## config.mk

```make
export PLATFORM = sky130hd
export DESIGN_NAME = sasr_regs
export DESIGN_NICKNAME = d
export VERILOG_FILES = /design/src/sasr_pkg.sv /design/src/sasr_regs.sv
export SDC_FILE = /design/constraint.sdc
export NUM_CORES = 1
export LEC_CHECK = 0
export CAP_MARGIN = 30
export CORE_AREA = 10 10 106 156
export DETAILED_ROUTE_END_ITERATION = 10
export DIE_AREA = 0 0 116 166
export DONT_BUFFER_PORTS = 1
export PLACE_DENSITY = 0.48
export SLEW_MARGIN = 15
export SYNTH_ARGS = -nofsm -noshare
export SYNTH_HDL_FRONTEND = slang
export SYNTH_SLANG_ARGS = --single-unit
```

## constraint.sdc

```tcl
create_clock -name ref_clk -period 1.7 [get_ports ref_clk]
set_clock_uncertainty 0.1 [all_clocks]
set_input_delay 0.34 -clock ref_clk [delete_from_list [all_inputs] [get_ports ref_clk]]
set_output_delay 0.34 -clock ref_clk [all_outputs]
set_load 0.03 [all_outputs]
```

## src/sasr_pkg.sv

```systemverilog
package sasr_pkg;

  // ****************************************************************
  // Register word indices (printed offsets are not all word aligned,
  // so each printed offset is an index and the byte address is 4x).
  // ****************************************************************
  localparam logic [19:0] SASR_IDX_QA_ALIGN = 20'h30805;
  localparam logic [19:0] SASR_IDX_QA_GRP = 20'h30814;
  localparam logic [19:0] SASR_IDX_QB_ALIGN = 20'h30905;
  localparam logic [19:0] SASR_IDX_QB_GRP = 20'h30914;
  localparam logic [19:0] SASR_IDX_CLKSEL = 20'h30A00;
  localparam logic [19:0] SASR_IDX_THR_LO = 20'h30A01;
  localparam logic [19:0] SASR_IDX_THR_HI = 20'h30A02;
  localparam logic [19:0] SASR_IDX_OCT = 20'h30A03;
  localparam logic [19:0] SASR_IDX_IRQ_STAT = 20'h30A10;
  localparam logic [19:0] SASR_IDX_IRQ_MASK = 20'h30A11;
  localparam logic [19:0] SASR_IDX_LANE_CTL = 20'h30A12;
  localparam logic [19:0] SASR_IDX_LANE_MODE = 20'h30A13;

  // ****************************************************************
  // Field positions and reset values.
  // ****************************************************************
  localparam int SASR_THR_LO_POS = 5;
  localparam int SASR_RESYNC_POS = 2;
  localparam logic [7:0] SASR_RESET_VAL = 8'h00;
  localparam logic [7:0] SASR_GRP_USED = 8'h3F;
  localparam logic [7:0] SASR_OCT_USED = 8'h03;
  localparam logic [4:0] SASR_THR_MAX = 5'h11;

  // Group sizes of a lane.
  typedef enum logic [1:0]
  {
    SASR_GRP_NONE = 2'b00,
    SASR_GRP_FOUR = 2'b01,
    SASR_GRP_TWO = 2'b10,
    SASR_GRP_EIGHT = 2'b11
  } sasr_grp_t;

endpackage

```

## src/sasr_regs.sv

```systemverilog
// Behaviour
// - Word-aligned bit per lane in low nibble of each quad alignment status.
// - Group-aligned bit per lane in high nibble of same status register.
// - Pair FIFO overflow flag per channel pair, bits 0 and 1.
// - Quad FIFO overflow flag in bit 2.
// - Pair out-of-sync flag per pair, bits 3 and 4.
// - Quad out-of-sync flag in bit 5.
// - Two-bit transmit clock source select per quad, 00/10/01/11 lanes A-D.
// - Two-bit receive clock source select per quad, same encoding.
// - Threshold low three bits from bits 5..7 of second common register.
// - Threshold high two bits from bits 0..1 of third common register.
// - All eight lanes resync on rising edge of resync control bit.
// - Octal FIFO overflow flag read-only in bit 0 of common status.
// - Octal out-of-sync flag read-only in bit 1 of common status.
// - All flags, selectors, threshold and resync control reset to zero.
// - In group alignment each lane keeps its own clock up to alignment.
// - Lane contributes to group alignment only while participation enabled.
// - Per-lane group size 00 none, 10 two, 01 four, 11 eight.
//
// Our own choice: the APB interface to the registers.
`timescale 1ns/1ps
`default_nettype none
module sasr_regs
(
  input wire logic ref_clk,
  input wire logic arst_n,
  input wire logic psel,
  input wire logic penable,
  input wire logic pwrite,
  input wire logic [31:0] paddr,
  input wire logic [31:0] pwdata,
  input wire logic [3:0] pstrb,
  output logic [31:0] prdata,
  output logic pready,
  output logic pslverr,
  input wire logic [7:0] wordAlignedIn,
  input wire logic [7:0] laneAlignedIn,
  input wire logic [3:0] pairOverflowIn,
  input wire logic [1:0] quadOverflowIn,
  input wire logic [3:0] pairOutOfSyncIn,
  input wire logic [1:0] quadOutOfSyncIn,
  input wire logic octalOverflowIn,
  input wire logic octalOutOfSyncIn,
  output logic [7:0] clockSourceSel,
  output logic [4:0] rxFifoThreshold,
  output logic allLanesResync,
  output logic [7:0] laneParticipateEn,
  output logic [15:0] laneGroupSize,
  output logic irq
);
  import sasr_pkg::*;

  // ****************************************************************
  // Bus decode.
  // ****************************************************************
  // Status inputs are synchronous to ref_clk: each lane's recovered
  // clock domain is crossed before it reaches this bank.
  logic [19:0] regIdx;
  logic setupCycle;
  logic wrEn;
  logic mapped;
  logic [7:0] quadAAlign;
  logic [7:0] quadBAlign;
  logic [7:0] quadAGrp;
  logic [7:0] quadBGrp;
  logic [7:0] octalStat;
  logic [7:0] thrLo_r;
  logic [7:0] thrHi_r;
  logic [7:0] irqStat_r;
  logic [7:0] irqMask_r;
  logic [7:0] events;
  logic resyncPrev_r;
  logic [31:0] rdNxt;
  logic rdFirst;

  assign regIdx = paddr[21:2];
  assign setupCycle = psel && !penable;
  assign rdFirst = psel && penable && !pready && !pwrite;
  assign wrEn = psel && penable && pwrite && pready && pstrb[0];

  always_comb
  begin
    case (regIdx)
      SASR_IDX_QA_ALIGN, SASR_IDX_QA_GRP, SASR_IDX_QB_ALIGN, SASR_IDX_QB_GRP,
      SASR_IDX_CLKSEL, SASR_IDX_THR_LO, SASR_IDX_THR_HI, SASR_IDX_OCT,
      SASR_IDX_IRQ_STAT, SASR_IDX_IRQ_MASK, SASR_IDX_LANE_CTL,
      SASR_IDX_LANE_MODE: mapped = 1'b1;
      default: mapped = 1'b0;
    endcase
  end

  // ****************************************************************
  // Status assembly.
  // ****************************************************************
  // A lane reports group alignment only while it participates.
  genvar g;
  generate
    for (g = 0; g < 4; g++)
    begin : gLane
      assign quadAAlign[g] = wordAlignedIn[g];
      assign quadBAlign[g] = wordAlignedIn[g+4];
      assign quadAAlign[g+4] = laneAlignedIn[g] && laneParticipateEn[g]
        && (laneGroupSize[2*g +: 2] != SASR_GRP_NONE);
      assign quadBAlign[g+4] = laneAlignedIn[g+4] && laneParticipateEn[g+4]
        && (laneGroupSize[2*(g+4) +: 2] != SASR_GRP_NONE);
    end
  endgenerate

  assign quadAGrp = {2'b00, quadOutOfSyncIn[0], pairOutOfSyncIn[1:0],
    quadOverflowIn[0], pairOverflowIn[1:0]};
  assign quadBGrp = {2'b00, quadOutOfSyncIn[1], pairOutOfSyncIn[3:2],
    quadOverflowIn[1], pairOverflowIn[3:2]};
  assign octalStat = {6'h00, octalOutOfSyncIn, octalOverflowIn};

  // Sticky events, bit 0 up: quad group bits, octal pair, then lane and word alignment summaries.
  assign events = {|wordAlignedIn, |laneAlignedIn, 2'b00,
    octalOutOfSyncIn, octalOverflowIn, |(quadBGrp & SASR_GRP_USED),
    |(quadAGrp & SASR_GRP_USED)};

  always_comb
  begin
    rdNxt = 32'h0000_0000;
    case (regIdx)
      SASR_IDX_QA_ALIGN: rdNxt[7:0] = quadAAlign;
      SASR_IDX_QA_GRP: rdNxt[7:0] = quadAGrp;
      SASR_IDX_QB_ALIGN: rdNxt[7:0] = quadBAlign;
      SASR_IDX_QB_GRP: rdNxt[7:0] = quadBGrp;
      SASR_IDX_CLKSEL: rdNxt[7:0] = clockSourceSel;
      SASR_IDX_THR_LO: rdNxt[7:0] = thrLo_r;
      SASR_IDX_THR_HI: rdNxt[7:0] = thrHi_r;
      SASR_IDX_OCT: rdNxt[7:0] = octalStat;
      SASR_IDX_IRQ_STAT: rdNxt[7:0] = irqStat_r;
      SASR_IDX_IRQ_MASK: rdNxt[7:0] = irqMask_r;
      SASR_IDX_LANE_CTL: rdNxt[7:0] = laneParticipateEn;
      SASR_IDX_LANE_MODE: rdNxt[15:0] = laneGroupSize;
      default: rdNxt = 32'h0000_0000;
    endcase
  end

  // ****************************************************************
  // Bus answer: one wait state, pready high in the second access cycle.
  // ****************************************************************
  always_ff @(posedge ref_clk or negedge arst_n)
  begin
    if (!arst_n)
    begin
      pready <= 1'b0;
      pslverr <= 1'b0;
      prdata <= 32'h0000_0000;
    end
    else
    begin
      pready <= psel && penable && !pready;
      pslverr <= psel && penable && !pready && !mapped;
      if (psel && penable && !pready && !pwrite)
        prdata <= rdNxt;
    end
  end

  // ****************************************************************
  // Writable registers.
  // ****************************************************************
  // Only implemented bits are stored; the rest read zero.
  always_ff @(posedge ref_clk or negedge arst_n)
  begin
    if (!arst_n)
    begin
      clockSourceSel <= SASR_RESET_VAL;
      thrLo_r <= SASR_RESET_VAL;
      thrHi_r <= SASR_RESET_VAL;
      irqMask_r <= SASR_RESET_VAL;
      laneParticipateEn <= SASR_RESET_VAL;
      laneGroupSize <= 16'h0000;
    end
    else if (wrEn && mapped)
    begin
      case (regIdx)
        SASR_IDX_CLKSEL: clockSourceSel <= pwdata[7:0];
        SASR_IDX_THR_LO: thrLo_r <= {pwdata[7:5], 5'h00};
        SASR_IDX_THR_HI: thrHi_r <= {5'h00, pwdata[2:0]};
        SASR_IDX_IRQ_MASK: irqMask_r <= pwdata[7:0];
        SASR_IDX_LANE_CTL: laneParticipateEn <= pwdata[7:0];
        SASR_IDX_LANE_MODE:
        begin
          if (pstrb[1])
            laneGroupSize <= pwdata[15:0];
        end
        default: ;
      endcase
    end
  end

  // Threshold LSb is bit 5; values above 17 are software's concern.
  always_ff @(posedge ref_clk or negedge arst_n)
  begin
    if (!arst_n)
      rxFifoThreshold <= 5'h00;
    else
      rxFifoThreshold <= {thrHi_r[1:0], thrLo_r[7:SASR_THR_LO_POS]};
  end

  // ****************************************************************
  // Eight-lane resync: one pulse per 0-to-1 transition, not per level.
  // ****************************************************************
  always_ff @(posedge ref_clk or negedge arst_n)
  begin
    if (!arst_n)
    begin
      resyncPrev_r <= 1'b0;
      allLanesResync <= 1'b0;
    end
    else
    begin
      resyncPrev_r <= thrHi_r[SASR_RESYNC_POS];
      allLanesResync <= thrHi_r[SASR_RESYNC_POS] && !resyncPrev_r;
    end
  end

  // ****************************************************************
  // Interrupt status: write one to clear; a new event wins the clear.
  // ****************************************************************
  always_ff @(posedge ref_clk or negedge arst_n)
  begin
    if (!arst_n)
      irqStat_r <= SASR_RESET_VAL;
    else if (wrEn && regIdx == SASR_IDX_IRQ_STAT)
      irqStat_r <= (irqStat_r & ~pwdata[7:0]) | events;
    else
      irqStat_r <= irqStat_r | events;
  end

  always_ff @(posedge ref_clk or negedge arst_n)
  begin
    if (!arst_n)
      irq <= 1'b0;
    else
      irq <= |(irqStat_r & irqMask_r);
  end
endmodule
`default_nettype wire

```

==> summary.txt, run 1 <==
Finish
  – Synth-to-Final Area Change: 32.0%
  – Fill cells: 1,380
  – Area of the multi-input gates: between 0.002 and 0.0025 sq mm
  – Reg area: roughly 0.0020 sq mm
  – Fin nets: 545
  – Share of cells above drive strength 1: 37.1%
  – Post-layout util: 38.7%

Floorplan
  – Die Y: 166 um
  – Full die area: 0.0193 sq mm
  – Initial Util: 29.3%
  – # IOs: 176
  – Core box area: approximately 0.014 sq mm
  – FP Rows: 53
  – Die width: between 100 and 150 um

STA
  – Slew at the pin with the worst max-slew slack: 0.545 ns
  – Final period demand of the worst path: around 1.9 ns
  – Final setup violating endpoints: 50
  – Worst relative slew slack: between 60% and 70%
  – RSZ-0062 raised after global routing: true
  – Smallest hold slack: -0.399 ns
  – Max Freq: 535 MHz
  – Final Hold Viols: 80
  – Final setup margin: -0.170 ns
  – Crit share post-route: 110%
  – Slew Viols, Final: 0

Drt
  – DRT iter0 DRCs: 184
  – Post-Route WL: 15,700 um
  – DRC violations left: 0
  – Vias per cell: 5.36
  – TritonRoute pass-1 iters: 4
  – Vias post-DR: 3,288
  – DR WL/cell: 25.6 um
  – Routed Antenna Nets: 0

Setup path
  – CP peak stage delay: between 0.4 and 0.5 ns
  – Crit path kind: input pin to flop
  – CP bufs+invs: 1
  – Worst EP arrival: ~2 ns
  – Delay-heaviest family, CP: simple AND/OR/NAND/NOR gates
  – Critical Path Fanout Max: 16
  – Startpoint types: input pin
  – CP endpoint kind: flop
  – Crit-path cells: nor4_4, nand2b_1, or3_4, nor3_4, buf_12, mux2_2
  – CP Data Required Time: 1.82 ns
  – Slowest CP cell: or3_4

CTS
  – CTS Buffer Depth: 2
  – CTS sink cnt: 80
  – Worst-Skew Late Latency: 0.34 ns
  – H-tree Lvls: 3
  – Total CTS buffers: 9
  – CTS Hold Bufs: 5
  – Root buffer cell: clkbuf_16
  – TritonCTS clock tree: yes
  – Clock slew at reported path FFs: roughly 0.070 ns

GRT
  – Initial antenna violation count: 2
  – Largest net degree at the start of global routing: 81
  – First-pass GRT wire length: 23,000 um
  – Grt total ovfl: 0
  – Vias in the first global route: 3,589
  – Gr usage total: 16.1%

Run
  – Total of max-cap violations: 0

Synthesis
  – EDFF count, synth: 0
  – Synth Cell Area: 0.00405 sq mm
  – Mapped Cells: 370
  – Syn avg cell area: 10.9 sq um
  – Async SR Flop Fraction: 100%
  – #FFs+latches synth: 80
  – Register area share after synthesis: 49.5%
  – Cell variety after synth: 51
  – Ys Warns: 0
  – Dominant synthesized flop cell: dfrtp_1

Power and ir drop
  – Cell Pwr Density: 796 mW/mm^2
  – Leak Pwr: ~0.0023 uW
  – Peak supply drop: 0.000558 V

Status
  – Run status: finished with violations
  – Failing checks: negative hold slack, negative setup slack

Place
  – Number of port buffers: 0
  – RePlAce Congestion: just under 1
  – Hpwl dp: between 10,000 and 15,000 um
  – Place WS: -0.580 ns

Hold path
  – Hold crit path type: input pin to async pin
cells by family (layout without fill, tap and decap cells):
| family | after synthesis | count (layout) | synth area share [%] |
|---|---|---|---|
| other | 1 | 17 | 0.0927 |
| XOR/XNOR | 1 | 1 | 0.217 |
| multiplexers | 58 | 58 | 16.0 |
| AO/OA/AOI/OAI | 77 | 77 | 13.5 |
| AND/OR/NAND/NOR | 122 | 122 | 16.2 |
| flip-flops | 80 | 80 | 49.5 |
| buffers and inverters | 31 | 93 | 4.52 |
state kept, by name, indices dropped and copies added (netlist names):
name / count
irqStat_r: 8
rxFifoThreshold: 5
thrLo_r: 3
irqMask_r: 8
pready: 1
clockSourceSel: 8
resyncPrev_r: 1
thrHi_r: 3
laneGroupSize: 16
irq: 1
pslverr: 1
prdata: 16
laneParticipateEn: 8
allLanesResync: 1
routing by layer:
metal | vias up | part of all wire (%) | global-route usage, %
met1 | 1632 | 34 | 16.1
met5 | - | 0.083 | 0
met2 | 131 | 53 | 29.0
li1 | 1495 | - | -
met3 | 28 | 9.7 | 6.04
met4 | 2 | 2.9 | 6.61
synth_stat cells, types with 2 or more instances:
master	n	share of area, %
dfrtp_1	80	49
mux2_2	51	14
nand2_1	47	4.4
o21ai_0	22	2.7
nor2_1	19	1.8
buf_4	17	3.2
nor3_1	14	1.7
clkbuf_1	8	0.74
a22oi_1	7	1.3
mux2i_1	6	1.5
a21o_1	5	0.93
a22o_1	5	1.1
a32oi_1	5	1.1
nand4_1	5	0.77
nor4_1	5	0.77
or3_1	5	0.77
a221oi_1	4	0.87
a31oi_1	4	0.62
nand2b_1	4	0.62
nand3_1	4	0.49
nor2b_1	4	0.62
o22ai_1	4	0.62
a211oi_1	3	0.56
a21oi_1	3	0.37
nor3_4	3	1.2
or4_1	3	0.56
a2111o_1	2	0.56
a21boi_0	2	0.37
buf_1	2	0.19
buf_2	2	0.25
inv_1	2	0.19
o2111ai_1	2	0.43
o211ai_1	2	0.37
or2_2	2	0.31
metrics by stage:
stage               hold WS, ns  power (uW)  instances  cell area [sq um]  setup TNS, ns
global route             -0.422        4410        613               5340          -9.19
detailed placement      -0.0496        2210        589               4810         -31.55
global placement        -0.0498        2220        589               4810         -29.77
CTS                      -0.411        4290        610               5250          -5.97
floorplan               -0.0556        2190        385               4250         -21.70
finish                   -0.399        4250        613               5340          -5.11
what timing repair did:
item,4_1_cts,5_1_grt
hold endpoints to repair,85,80
resized for setup,20,20
pin swaps,10,5
setup endpoints to repair,52,64
buffers inserted,0,2
layout make-up:
class                           count  area share, %
Antenna cell                        1         0.0468
Clock buffer                       11           4.73
Clock inverter                      5           1.19
Inverter                            2          0.141
Multi-Input combinational cell    274           40.7
Sequential cell                    80           37.5
Tap cell                          165           3.87
Timing Repair Buffer               75           11.9
final timing paths:
path | start | endpoint | slack (ns) | cells past startpoint
min in group ref_clk | quadOverflowIn[0] | irqStat_r[0] | 0.01 | 1
max in group asynchronous | arst_n | pslverr | 1.77 | 0
min reg2reg | resyncPrev_r | allLanesResync | 0.31 | 1
min | arst_n | irqMask_r[6] | -0.40 | 0
max | paddr[8] | laneGroupSize[10] | -0.17 | 6
max reg2reg | pready | laneGroupSize[10] | -0.06 | 6
power breakdown:
group          switching [uW]  internal, uW  total (uW)
Sequential               60.4          1920        1980
Clock                     823          1230        2050
Combinational             129          82.8         212
Total                    1010          3240        4250
cell usage in the layout (no fill, tap or decap), types with 3 or more instances in the layout:
cell and instances:
dfrtp_1 80, buf_4 64, nand2_1 45, mux2_4 34
mux2_2 18, nor2_1 16, conb_1 16, o21ai_0 14
nor3_1 10, clkbuf_16 9, a22oi_1 7, o21ai_1 6
mux2i_1 6, nand4_1 5, nor4_1 5, a21o_1 5
a22o_1 5, a32oi_1 5, dlygate4sd3_1 5, nor2b_1 4
nand3_1 4, nor3_4 4, buf_12 4, nand2b_1 3
nor2_4 3, or3_1 3, nor3_2 3, a21oi_1 3
a31oi_1 3, o22ai_1 3, a221oi_1 3
Power figures use the tool's default switching activity.
==> run 2, diff against run 1 <==
Settings changed: PLACE_DENSITY 0.48 to 0.42.
==> run 2 against run 1 <==
The flow still finishes with violations (negative hold slack, negative setup slack). Clock power grew 3%. Global-route usage grew 0.20 points. Sequential cell count is the same. Die area is the same. First-iteration DRC count shrank 14%. Utilization grew 1.2 points. Largest cell class unchanged. Largest power group unchanged.
==> summary.txt, run 2 (same netlist as run 1, synthesis figures left out) <==
Status
  – Run status: finished with violations
  – Failing checks: negative hold slack, negative setup slack

Drt
  – DRT iter0 DRCs: 159
  – Vias per cell: about 5.3
  – Post-Route WL: around 16,000 um
  – DRC violations left: 0
  – TritonRoute pass-1 iters: 4
  – Vias post-DR: 3,338
  – DR WL/cell: 24.8 um
  – Routed Antenna Nets: 0

CTS
  – TritonCTS clock tree: yes
  – Clock slew at reported path FFs: about 0.060 ns
  – Root buffer cell: clkbuf_16
  – CTS sink cnt: 80
  – H-tree Lvls: 3
  – CTS Buffer Depth: 2
  – Worst-Skew Late Latency: 0.34 ns
  – CTS Hold Bufs: 8
  – Total CTS buffers: 9

GRT
  – Largest net degree at the start of global routing: 81
  – Vias in the first global route: 3,684
  – Grt total ovfl: 0
  – Initial antenna violation count: 0
  – First-pass GRT wire length: ~24,000 um
  – Gr usage total: between 10% and 20%

Finish
  – Antenna diodes: 0
  – Top flop regs: laneGroupSize x16, prdata x16
  – Fin nets: about 560
  – Post-layout util: 39.9%
  – Final instance area: 0.00550 sq mm
  – Share of cells above drive strength 1: 40.1%
  – Most common cell after layout, fill and taps aside: dfrtp_1
  – Synth-to-Final Area Change: 36.0%
  – Most frequent cells in the layout: 80 x dfrtp_1, 69 x buf_4, 41 x nand2_1

Power and ir drop
  – Cell Pwr Density: ~790 mW/mm^2
  – Leak Pwr: 0.00242 uW
  – Peak supply drop: around 0.00052 V
  – Pwr Total: 4330 uW

Setup path
  – R2R depth: 5
  – Critical Path Fanout Max: 16
  – Crit path from: paddr[12]
  – Worst EP arrival: 1.99 ns
  – CP Data Required Time: 1.82 ns
  – R2R Path Start: pready
  – CP endpoint kind: flop
  – Startpoint types: input pin
  – Crit path kind: input pin to flop

STA
  – Final setup violating endpoints: 52
  – Setup TNS: -4.93 ns
  – Final setup margin: -0.164 ns
  – Smallest hold slack: -0.411 ns
  – Final period demand of the worst path: about 1.9 ns
  – Max Freq: between 500 and 600 MHz
  – Slew Viols, Final: 0
  – Crit share post-route: 110%
  – Final Hold Viols: 80
  – RSZ-0062 raised after global routing: true

Run
  – Total of max-cap violations: 0

Floorplan
  – # IOs: 176
  – Die Y: 166 um
  – Core box area: 0.0138 sq mm
  – FP Rows: 53
  – Die width: 116 um
  – Initial Util: 29.3%
  – Full die area: around 0.019 sq mm

Place
  – Placed cell area: 0.00484 sq mm
  – Number of port buffers: 0
  – Hpwl dp: 12,300 um
  – Place WS: -0.617 ns
  – RePlAce Congestion: 0.881

Hold path
  – Hold crit path type: input pin to async pin
-- run 2: critical path: stages --
cell,delay (ns)
nor4b_4,0.27
nand4_1,0.21
or3_4,0.44
nor3_4,0.17
buf_12,0.20
mux2_2,0.34
-- run 2: worst paths after layout --
path / to / slack, ns
worst max-delay path: laneGroupSize[3] / -0.16
worst min-delay path: prdata[11] / -0.41
worst max register to register: irqStat_r[1] / 0
worst min register to register: allLanesResync / 0.30
max in group asynchronous: rxFifoThreshold[4] / 1.78
min in group ref_clk: laneGroupSize[5] / 0.04
-- run 2: what timing repair did --
action,in CTS,in global routing
pin swaps,13,12
gates resized for setup,31,22
setup endpoints to repair,50,60
setup buffers,5,3
hold endpoints to repair,86,80
-- run 2: per-stage QoR --
| stage | std cells | hold slack (ns) |
|---|---|---|
| 2_1_floorplan | 385 | -0.0556 |
| 3_3_place_gp | 595 | -0.0503 |
| 3_5_place_dp | 595 | -0.0508 |
| 4_1_cts | 624 | -0.422 |
| 5_1_grt | 626 | -0.428 |
| 6_report | 626 | -0.411 |
-- run 2: final cells by class --
type	instances	area, sq um
clock buffer	10	229
clock inverter	6	92.6
tap	165	206
inverter	2	7.51
timing repair buffer	89	759
fill	1364	8290
multi-input combinational	274	2200
sequential	80	2000
-- run 2: report_power, final --
part           internal [uW]  switching, uW
registers               1920           60.0
logic                   98.9            135
clock network           1300            814
-- run 2: per-layer routing --
| layer | vias to the layer above | part of all wire (%) | track usage, % | routed length [um] |
|---|---|---|---|---|
| met5 | - | 0 | 0 | 0 |
| met4 | 0 | 1.7 | 5.46 | 268 |
| met3 | 19 | 11 | 6.72 | 1630 |
| met2 | 117 | 53 | 29.2 | 8240 |
| met1 | 1681 | 35 | 16.4 | 5410 |
| li1 | 1521 | - | - | - |
==> run 3, diff against run 2 <==
--- a/constraint.sdc
+++ b/constraint.sdc
@@ -4,2 +4,2 @@
 set_output_delay 0.34 -clock ref_clk [all_outputs]
-set_load 0.03 [all_outputs]
+set_load 0.1 [all_outputs]
==> run 3 against run 2 <==
The flow still finishes with violations (negative hold slack, negative setup slack). Routed wire length rose by 4.1%. Critical path depth rose by 3. First-iteration DRC count grew 57%. Critical path type unchanged. Design area grew 8.2%. Sequential cell count unchanged. Setup slack worse by 0.063 ns. Power rose by 9.8%. Sequential share of layout area fell by 2.6 points. Maximum frequency decreased by 3.3%. Via count increased by 5.0%. Sequential power about the same.
==> summary.txt, run 3 (same netlist as run 1, synthesis figures left out) <==
Run
  – Total of max-cap violations: 0

Drt
  – Post-Route WL: roughly 16,000 um
  – Routed Antenna Nets: 0
  – Vias per cell: 5.29
  – DR WL/cell: 24.5 um
  – DRC violations left: 0
  – DRT iter0 DRCs: 249
  – Vias post-DR: approximately 3,500
  – TritonRoute pass-1 iters: 4

Finish
  – Most common cell after layout, fill and taps aside: buf_4
  – Fin nets: roughly 600
  – Antenna diodes: 0
  – Top flop regs: laneGroupSize x16, prdata x16
  – Share of cells above drive strength 1: 46.7%
  – Fin cells: ~660
  – Most frequent cells in the layout: 98 x buf_4, 75 x dfrtp_1, 40 x nand2_1
  – Synth-to-Final Area Change: 47.1%

STA
  – Worst relative slew slack: between 60% and 70%
  – Slew Viols, Final: 0
  – Final setup violating endpoints: 53
  – Slew at the pin with the worst max-slew slack: 0.507 ns
  – Setup TNS: -9.31 ns
  – Crit share post-route: 113%
  – Final Hold Viols: 80
  – Final setup margin: -0.227 ns
  – Final period demand of the worst path: 1.93 ns
  – Smallest hold slack: -0.409 ns
  – RSZ-0062 raised after global routing: true
  – Max Freq: 519 MHz

Power and ir drop
  – Combinational Power Share: 10.3%
  – Peak supply drop: between 0.0004 and 0.0005 V
  – P_sw: 1270 uW
  – Switching share of total power: about a quarter
  – Sequential share of power: 41.5%
  – Leak Pwr: about 0.0027 uW
  – Pint: 3480 uW
  – Cell Pwr Density: 798 mW/mm^2
  – Clk pwr share: 48.2%
  – Pwr Total: between 4000 and 5000 uW

GRT
  – First-pass GRT wire length: roughly 24,000 um
  – Vias in the first global route: 3,760
  – Initial antenna violation count: 0
  – Largest net degree at the start of global routing: 81
  – Gr usage total: 16.2%
  – Grt total ovfl: 0

CTS
  – H-tree Lvls: 3
  – TritonCTS clock tree: yes
  – Root buffer cell: clkbuf_16
  – Clock slew at reported path FFs: 0.06 ns
  – CTS sink cnt: 80
  – Total CTS buffers: 9
  – CTS Buffer Depth: 2
  – Worst-Skew Late Latency: 0.34 ns
  – CTS Hold Bufs: 8

Place
  – Place WS: -0.662 ns
  – Number of port buffers: 0
  – Hpwl dp: 12,500 um
  – Placed Cells: 629
  – RePlAce Congestion: 0.928

Setup path
  – Reg2reg setup slack: -0.10 ns
  – Worst EP arrival: 2.08 ns
  – Startpoint types: input pin
  – R2R Path Start: pready
  – R2R depth: 6
  – Most used cell, CP: buf_6
  – Critical Path Fanout Max: 4
  – CP peak stage delay: 0.41 ns
  – Crit path to: prdata[3]
  – Crit-path cells: nor4_4, nand2b_1, or3_4, buf_6, buf_4, buf_6, o221ai_4, a21oi_2, a31oi_2
  – Slowest CP cell: or3_4
  – CP endpoint kind: flop
  – Crit path kind: input pin to flop
  – CP Data Required Time: 1.85 ns
  – Crit Reg-Reg Endpoint: laneGroupSize[14]
  – Crit path from: paddr[5]

Floorplan
  – # IOs: between 150 and 200
  – Initial Util: 29.3%
  – FP Rows: 53
  – Core box area: 0.0138 sq mm
  – Die Y: between 150 and 200 um
  – Full die area: 0.0193 sq mm
  – Die width: between 100 and 150 um

Hold path
  – Hold crit path type: input pin to async pin

Status
  – Failing checks: negative hold slack, negative setup slack
  – Run status: finished with violations
-- run 3: through the flow --
| stage | utilization (%) | cell area [sq um] |
|---|---|---|
| final | 43.1 | 5950 |
| after global routing | 43.1 | 5950 |
| after CTS | 41.6 | 5740 |
| after detailed placement | 37.4 | 5160 |
| after global placement | 37.4 | 5160 |
| after floorplan | - | 4280 |
-- run 3: layout make-up --
type	count	area, sq um
Clock buffer	10	229
Clock inverter	6	116
Fill cell	1328	7840
Inverter	2	7.51
Multi-Input combinational cell	274	2270
Sequential cell	80	2010
Tap cell	165	206
Timing Repair Buffer	125	1110
-- run 3: power by group through the flow --
stage / Clock (uW) / Sequential (uW) / Combinational, uW
2_1_floorplan: 0 / 2120 / 293
6_report: 2290 / 1970 / 490
4_1_cts: 2340 / 1970 / 481
5_1_grt: 2390 / 1970 / 507
3_5_place_dp: 0 / 2010 / 460
3_3_place_gp: 0 / 2000 / 458
-- run 3: worst max-delay path: cells and delay by family --
| family | cells | cell delay (ns) |
|---|---|---|
| simple gates | 3 | 0.89 |
| buf+inv | 3 | 0.39 |
| compound gates | 3 | 0.44 |
-- run 3: how the worst min path moves through the flow --
stage                      to  slack, ns
4_1_cts             prdata[9]      -0.42
6_report            prdata[9]      -0.41
2_1_floorplan  allLanesResync      -0.06
3_3_place_gp        prdata[9]      -0.05
3_5_place_dp        prdata[9]      -0.05
5_1_grt             prdata[9]      -0.42
-- run 3: metal layers --
metal,GRT usage (%),part of all wire (%),vias up
li1,-,-,1588
met1,17.6,35,1750
met2,28.2,52,137
met3,4.95,8.9,29
met4,6.88,3.3,0
met5,0,0,-
-- run 3: what timing repair did --
action | in CTS | in global routing
setup endpoints to repair | 51 | 62
gates resized for setup | 34 | 33
gates cloned | 0 | 1
endpoints found under the hold margin | 86 | 80
setup buffers | 2 | 6
pin swaps | 8 | 23
